--- src/crs_regs.vh ---
`ifndef CRS_REGS_VH
`define CRS_REGS_VH

// ----------------------------------------
// Widths
// ----------------------------------------
`define CRS_DATA_W 8
`define CRS_PC_W 16

// ----------------------------------------
// Flags register fields
// ----------------------------------------
`define CRS_F_GIE 0
`define CRS_F_ZERO 1
`define CRS_F_CARRY 2
`define CRS_F_SUPER 3
`define CRS_F_XIO 4

// ----------------------------------------
// Reset values
// ----------------------------------------
`define CRS_F_RST 8'h02
`define CRS_A_RST 8'h00
`define CRS_X_RST 8'h00
`define CRS_SP_RST 8'h00
`define CRS_PC_RST 16'h0000
`define CRS_DM_RST 8'h00

// ----------------------------------------
// Stack pointer operations
// ----------------------------------------
`define CRS_SP_HOLD 3'h0
`define CRS_SP_INC 3'h1
`define CRS_SP_DEC 3'h2
`define CRS_SP_INC2 3'h3
`define CRS_SP_DEC2 3'h4
`define CRS_SP_INC3 3'h5
`define CRS_SP_DEC3 3'h6
`define CRS_SP_LOAD 3'h7

// ----------------------------------------
// Program counter operations
// ----------------------------------------
`define CRS_PC_HOLD 2'h0
`define CRS_PC_INC 2'h1
`define CRS_PC_LOAD 2'h2

// ----------------------------------------
// Flag operation codes
// ----------------------------------------
`define CRS_FOP_NONE 2'h0
`define CRS_FOP_ALU 2'h1
`define CRS_FOP_AND 2'h2
`define CRS_FOP_OR 2'h3

`endif

--- src/crs_flags.v ---
`timescale 1ns/1ps
`include "crs_regs.vh"

module crs_flags (
  // Clock and reset
  input wire clk,
  input wire sys_rst,
  // Flag update from instructions
  input wire [1:0] fop,
  input wire [7:0] fop_mask,
  input wire upd_zero,
  input wire upd_carry,
  input wire zero_in,
  input wire carry_in,
  // Supervisory entry and exit by the CPU itself
  input wire super_enter,
  input wire super_leave,
  // Flags state
  output reg [7:0] flags_q
);

  reg [7:0] flags_d;

  // ----------------------------------------
  // Next flag value
  // ----------------------------------------
  always @* begin
    flags_d = flags_q;
    if (fop == `CRS_FOP_ALU) begin
      if (upd_zero) begin
        flags_d[`CRS_F_ZERO] = zero_in;
      end
      if (upd_carry) begin
        flags_d[`CRS_F_CARRY] = carry_in;
      end
    end else if (fop == `CRS_FOP_AND) begin
      flags_d = flags_q & fop_mask;
    end else if (fop == `CRS_FOP_OR) begin
      flags_d = flags_q | fop_mask;
    end
    // User instructions never alter the supervisory bit
    flags_d[`CRS_F_SUPER] = flags_q[`CRS_F_SUPER];
    if (super_enter) begin
      flags_d[`CRS_F_SUPER] = 1'h1;
    end else if (super_leave) begin
      flags_d[`CRS_F_SUPER] = 1'h0;
    end
    flags_d[7:5] = 3'h0;
  end

  always @(posedge clk) begin
    if (sys_rst) begin
      flags_q <= `CRS_F_RST;
    end else begin
      flags_q <= flags_d;
    end
  end

endmodule

--- src/crs_core_regs.v ---
`timescale 1ns/1ps
`include "crs_regs.vh"

module crs_core_regs (
  // Clock and reset
  input wire clk,
  input wire sys_rst,
  // Program counter control
  input wire [1:0] pc_op,
  input wire [15:0] pc_load_val,
  // Accumulator control
  input wire acc_we,
  input wire [7:0] acc_wdata,
  // Index control
  input wire idx_we,
  input wire [7:0] idx_wdata,
  // Stack pointer control
  input wire [2:0] sp_op,
  input wire [7:0] sp_load_val,
  // Data address formation
  input wire [7:0] dm_base,
  input wire dm_indexed,
  // Flag control
  input wire [1:0] fop,
  input wire [7:0] fop_mask,
  input wire upd_zero,
  input wire upd_carry,
  input wire zero_in,
  input wire carry_in,
  input wire super_enter,
  input wire super_leave,
  // Interrupt gating
  input wire irq_pending,
  output wire irq_take,
  // Register state
  output wire [15:0] program_counter_reg,
  output wire [7:0] acc_reg,
  output wire [7:0] index_reg,
  output wire [7:0] stack_pointer_reg,
  output wire [7:0] flags_reg,
  // Memory addresses
  output wire [15:0] pm_addr,
  output reg [7:0] dm_addr_q
);

  reg [15:0] pc_q;
  reg [15:0] pc_d;
  reg [7:0] acc_q;
  reg [7:0] idx_q;
  reg [7:0] sp_q;
  reg [7:0] sp_d;
  reg [7:0] acc_d;
  reg [7:0] idx_d;
  reg [7:0] dm_addr_d;
  wire [7:0] flags_q;

  // ----------------------------------------
  // Stack pointer step decode
  // ----------------------------------------
  // Stack moves wrap modulo 256 inside the data space
  function [7:0] sp_next;
    input [2:0] op;
    input [7:0] sp;
    input [7:0] ld;
    begin
      case (op)
        `CRS_SP_INC: sp_next = sp + 8'h01;
        `CRS_SP_DEC: sp_next = sp - 8'h01;
        `CRS_SP_INC2: sp_next = sp + 8'h02;
        `CRS_SP_DEC2: sp_next = sp - 8'h02;
        `CRS_SP_INC3: sp_next = sp + 8'h03;
        `CRS_SP_DEC3: sp_next = sp - 8'h03;
        `CRS_SP_LOAD: sp_next = ld;
        default: sp_next = sp;
      endcase
    end
  endfunction

  // ----------------------------------------
  // Data address formation
  // ----------------------------------------
  function [7:0] dm_form;
    input [7:0] base;
    input [7:0] offs;
    input indexed;
    begin
      if (indexed) begin
        dm_form = base + offs;
      end else begin
        dm_form = base;
      end
    end
  endfunction

  // ----------------------------------------
  // Program counter
  // ----------------------------------------
  always @* begin
    pc_d = pc_q;
    if (pc_op == `CRS_PC_INC) begin
      pc_d = pc_q + 16'h0001;
    end else if (pc_op == `CRS_PC_LOAD) begin
      pc_d = pc_load_val;
    end
  end

  always @(posedge clk) begin
    if (sys_rst) begin
      pc_q <= `CRS_PC_RST;
    end else begin
      pc_q <= pc_d;
    end
  end

  // ----------------------------------------
  // Accumulator
  // ----------------------------------------
  always @* begin
    acc_d = acc_q;
    if (acc_we) begin
      acc_d = acc_wdata;
    end
  end

  always @(posedge clk) begin
    if (sys_rst) begin
      acc_q <= `CRS_A_RST;
    end else begin
      acc_q <= acc_d;
    end
  end

  // ----------------------------------------
  // Index
  // ----------------------------------------
  always @* begin
    idx_d = idx_q;
    if (idx_we) begin
      idx_d = idx_wdata;
    end
  end

  always @(posedge clk) begin
    if (sys_rst) begin
      idx_q <= `CRS_X_RST;
    end else begin
      idx_q <= idx_d;
    end
  end

  // ----------------------------------------
  // Stack pointer
  // ----------------------------------------
  always @* begin
    sp_d = sp_next(sp_op, sp_q, sp_load_val);
  end

  always @(posedge clk) begin
    if (sys_rst) begin
      sp_q <= `CRS_SP_RST;
    end else begin
      sp_q <= sp_d;
    end
  end

  // ----------------------------------------
  // Data memory address, registered
  // ----------------------------------------
  always @* begin
    dm_addr_d = dm_form(dm_base, idx_q, dm_indexed);
  end

  always @(posedge clk) begin
    if (sys_rst) begin
      dm_addr_q <= `CRS_DM_RST;
    end else begin
      dm_addr_q <= dm_addr_d;
    end
  end

  // ----------------------------------------
  // Flags
  // ----------------------------------------
  crs_flags u_flags (
    .clk(clk),
    .sys_rst(sys_rst),
    .fop(fop),
    .fop_mask(fop_mask),
    .upd_zero(upd_zero),
    .upd_carry(upd_carry),
    .zero_in(zero_in),
    .carry_in(carry_in),
    .super_enter(super_enter),
    .super_leave(super_leave),
    .flags_q(flags_q)
  );

  // ----------------------------------------
  // Interrupts pass only while global enable is set
  // ----------------------------------------
  assign irq_take = irq_pending & flags_q[`CRS_F_GIE];

  // ----------------------------------------
  // Read-only views; no external write path exists
  // ----------------------------------------
  assign program_counter_reg = pc_q;
  assign acc_reg = acc_q;
  assign index_reg = idx_q;
  assign stack_pointer_reg = sp_q;
  assign flags_reg = flags_q;
  assign pm_addr = pc_q;

endmodule

--- config.mk ---
export PLATFORM = sky130hd
export DESIGN_NAME = crs_core_regs
export DESIGN_NICKNAME = d
export VERILOG_FILES = /design/src/crs_flags.v /design/src/crs_core_regs.v
export VERILOG_INCLUDE_DIRS = /design/src
export SDC_FILE = /design/constraint.sdc
export NUM_CORES = 1
export LEC_CHECK = 0
export BUFFER_PORTS_ARGS = -buffer_cell sky130_fd_sc_hd__buf_2
export CORE_UTILIZATION = 29
export DETAILED_ROUTE_END_ITERATION = 7
export PLACE_DENSITY = 0.52
export RECOVER_POWER = 25
export SETUP_SLACK_MARGIN = 0.5
export SLEW_MARGIN = 0
export SYNTH_ARGS = -nofsm -noshare
export SYNTH_HDL_FRONTEND = slang
export SYNTH_SLANG_ARGS = --single-unit
--- constraint.sdc ---
create_clock -name clk -period 2.2 [get_ports clk]
set_input_delay 0.11 -clock clk [delete_from_list [all_inputs] [get_ports clk]]
set_output_delay 0.11 -clock clk [all_outputs]
set_load 0.01 [all_outputs]
==> summary.md <==
| Metric | Value |
|---|---|
| Estimated wirelength of the detail-placed design | `7370 um` |
| Number of register bits inferred by synthesis | `53` |
| Sequential fraction of the synthesis area | `30.6%` |
| Final period util | `88.5%` |
| LEAKAGE | `2.14 nW` |
| Worst skew pair latency | `0.31 ns` |
| Hold/Removal Path Class | `input port to register` |
| Worst ir drop on vdd | `0.389 mV` |
| Pin count of the biggest net entering global routing | `24` |
| H-tree depth | `2` |
| Power per cell area | `601 nW/um2` |
| Transition time at the pin with the least slew margin | `1.04 ns` |
| Final hold violation count | `0` |
| First-pass GRT wire length | `16300 um` |
| Diode count | `0` |
| Total global routing track utilization | `16.2%` |
| X dimension of the die | `111 um` |
| Number of synthesis warnings | `0` |
| Total area of sequential cells | `1090 um2` |
| Final TNS setup | `0 ns` |
| Starting density of the core | `30.1%` |
| Initial detailed-routing violation count | `147` |
| Total wirelength of the detailed-routed design | `9910 um` |
| Via count of the first global-routing pass | `3410` |
| Vertical die dimension | `111 um` |
| Data required time of the critical path | `2.36 ns` |
| Final design instance area without fill | `4660 um2` |
| Synth-to-layout area growth | `34.7%` |
| Sinks on Clock Net | `53` |
| Endpoint kind of the worst setup timing path | `register` |
| Arrival time worst endpoint | `2.11 ns` |
| Area of the multi-input gates | `2290 um2` |
| Number of distinct library cell variants in the gate-level netlist after synthesis | `58` |
| Worst hold margin | `0.0307 ns` |
| RSZ-0062 raised after global routing | `yes` |
| Worst clock skew | `0.00523 ns` |
| Number of CTS-inserted buffers | `5` |
| Clock Pin Slew Worst Setup and Hold Paths | `0.08 ns` |
| Top-level port count | `148` |
| Residual DRC | `18` |
| Number of vias per cell | `5.11` |
| Placeable core area | `11500 um2` |
| Initial antenna violation count | `0` |
| Max-cap viol count | `0` |
| Post-synthesis area per instance | `7.96 um2` |
| Number of search-and-repair iterations in the first detailed-routing pass | `6` |
| Maximum achievable frequency | `513 MHz` |
| Total of fill cells in the finished design | `1204` |
| Worst max-slew margin expressed relative to the limit | `30.6%` |
| Final weighted congestion in routability-driven placement | `0.784` |
| TritonCTS clock tree | `built` |
| Clk root buf | `sky130_fd_sc_hd__clkbuf_16` |
| Share of post-route cells with drive strength above 1 | `38.8%` |
| Max-slew violation count | `0` |
| Violated checks | `design-rule violations` |
| Critical path launch point type | `register` |
| Flop-to-flop setup slack | `0.25 ns` |
| Post-synthesis instance total | `435` |
| Die ar. | `12400 um2` |
| Core Util, Final | `40.5%` |
| I/O Buffers | `140` |
| Finish-stage setup viols | `0` |
| Max clock buf depth | `2` |
| Area of placed instances | `4300 um2` |
| Total Power Consumption | `2.80 mW` |
| Average detailed-routed wire length per instance | `13.9 um` |
| Number of enable flip-flop cells after synthesis | `0` |
| Std-Cell Rows | `39` |
| Cell area after technology mapping | `3460 um2` |
| Total via count after detailed routing | `3641` |
| Residual overflow from global routing | `0` |
| Class of the most critical setup path | `register to register` |
| Number of nets with antenna violations after routing | `0` |
| Share of synthesized flip-flops with an asynchronous set or reset | `0%` |
| Post-route minimum period | `1.95 ns` |
| Flip-flop count of the largest register, all copies and words added | `16` |
| Most used DFF post-synth | `sky130_fd_sc_hd__dfxtp_1` |
| Post-layout nets | `661` |
| Run status | `complete, but fails checks` |
| Max FO, Critical Path | `7` |
## synth_stat cells (4+ instances only)
master / count / area share (%)
sky130_fd_sc_hd__a31oi_1: 8 / 1.4
sky130_fd_sc_hd__nor2_1: 60 / 6.5
sky130_fd_sc_hd__dfxtp_1: 53 / 31
sky130_fd_sc_hd__and3_1: 6 / 1.1
sky130_fd_sc_hd__nand3_1: 12 / 1.7
sky130_fd_sc_hd__nand4_1: 4 / 0.72
sky130_fd_sc_hd__xor2_1: 5 / 1.3
sky130_fd_sc_hd__nor4_1: 6 / 1.1
sky130_fd_sc_hd__mux2i_1: 24 / 6.9
sky130_fd_sc_hd__o21a_1: 5 / 1.1
sky130_fd_sc_hd__o21ai_0: 23 / 3.3
sky130_fd_sc_hd__nor2b_1: 7 / 1.3
sky130_fd_sc_hd__nand2_1: 28 / 3.0
sky130_fd_sc_hd__clkbuf_1: 16 / 1.7
sky130_fd_sc_hd__a211oi_1: 8 / 1.7
sky130_fd_sc_hd__o22ai_1: 6 / 1.1
sky130_fd_sc_hd__buf_4: 20 / 4.3
sky130_fd_sc_hd__a21o_1: 4 / 0.87
sky130_fd_sc_hd__a21oi_1: 36 / 5.2
sky130_fd_sc_hd__ha_1: 15 / 5.4
sky130_fd_sc_hd__nor3_1: 9 / 1.3
sky130_fd_sc_hd__inv_1: 17 / 1.8
## cell usage in the layout, fill, tap and decap left out, types with 4 or more instances in the layout
cell type / Yosys / routed
sky130_fd_sc_hd__nor4_1: 6 / 5
sky130_fd_sc_hd__a31oi_1: 8 / 8
sky130_fd_sc_hd__a21oi_1: 36 / 33
sky130_fd_sc_hd__nor2b_1: 7 / 5
sky130_fd_sc_hd__dfxtp_2: 0 / 5
sky130_fd_sc_hd__mux2i_1: 24 / 24
sky130_fd_sc_hd__ha_1: 15 / 11
sky130_fd_sc_hd__a211oi_1: 8 / 6
sky130_fd_sc_hd__and3_1: 6 / 4
sky130_fd_sc_hd__dfxtp_1: 53 / 41
sky130_fd_sc_hd__clkbuf_16: 0 / 5
sky130_fd_sc_hd__o22ai_1: 6 / 6
sky130_fd_sc_hd__o21ai_2: 0 / 5
sky130_fd_sc_hd__clkbuf_1: 16 / 12
sky130_fd_sc_hd__inv_1: 17 / 13
sky130_fd_sc_hd__o21ai_0: 23 / 16
sky130_fd_sc_hd__buf_2: 1 / 130
sky130_fd_sc_hd__nand4_1: 4 / 4
sky130_fd_sc_hd__nand2_1: 28 / 27
sky130_fd_sc_hd__buf_4: 20 / 22
sky130_fd_sc_hd__nand3_1: 12 / 11
sky130_fd_sc_hd__o21a_1: 5 / 5
sky130_fd_sc_hd__nor2_1: 60 / 58
sky130_fd_sc_hd__nor3_1: 9 / 7
sky130_fd_sc_hd__dfxtp_4: 0 / 7
sky130_fd_sc_hd__a21o_1: 4 / 4
## worst max-delay path: stages, from the launching register on
cell and delay [ns]:
sky130_fd_sc_hd__dfxtp_4 0.39, sky130_fd_sc_hd__inv_2 0.05, sky130_fd_sc_hd__fa_2 0.41, sky130_fd_sc_hd__nor2b_4 0.14, sky130_fd_sc_hd__o31a_1 0.21, sky130_fd_sc_hd__mux2i_1 0.26
sky130_fd_sc_hd__a21oi_1 0.09, sky130_fd_sc_hd__a31oi_1 0.16, sky130_fd_sc_hd__a31oi_1 0.10
## kinds of logic (layout without fill, tap and decap cells)
group,count (synthesis),after routing,synth area share [%]
xor+xnor,8,8,2.02
flops,53,53,30.6
mux,26,26,7.59
fa+ha+maj,18,18,7.15
other cells,1,3,0.108
buf+inv,60,192,9.65
compound gates,117,117,21.5
simple gates,152,152,21.4
## worst paths after layout
| kind | start | endpoint | cells after the start |
|---|---|---|---|
| max | stack_pointer_reg[1] | stack_pointer_reg[7] | 8 |
| min | acc_wdata[6] | acc_reg[6] | 3 |
| max reg2reg | stack_pointer_reg[1] | stack_pointer_reg[7] | 8 |
| min reg2reg | acc_reg[6] | acc_reg[6] | 2 |
## timing repair
item | CTS | global route
resized for setup | 22 | 23
setup buffers | 9 | 3
endpoints found under the hold margin | 1 | 0
hold buffers | 1 | 0
pin swaps | 11 | 14
endpoints found under the setup margin | 13 | 14
## stage by stage
stage / instances / worst slack (ns)
floorplan: 437 / 0.279
global placement: 691 / 0.172
detailed placement: 691 / 0.165
CTS: 709 / 0.291
global route: 712 / 0.171
finish: 712 / 0.252
## area by class of cell
type,count,area share [%]
clock buffer,5,2.68
clock inverter,3,0.536
inverter,18,1.56
multi-input combinational,324,49.0
sequential,53,23.4
tap,143,3.84
timing repair buffer,166,18.9
## layer usage
| layer | vias up | track usage, % | share of wire [%] |
|---|---|---|---|
| met4 | 0 | 5.23 | 1.4 |
| met3 | 8 | 4.87 | 7.0 |
| met1 | 1691 | 20.5 | 46 |
| met2 | 121 | 26.4 | 46 |
| met5 | - | 0 | 0 |
| li1 | 1821 | - | - |
## report_power, final
part / internal (mW) / switching (mW)
combinational: 0.386 / 0.445
clock: 0.432 / 0.408
sequential: 1.04 / 0.0888
total: 1.86 / 0.942
No activity file was read; power rests on OpenSTA's default activity.
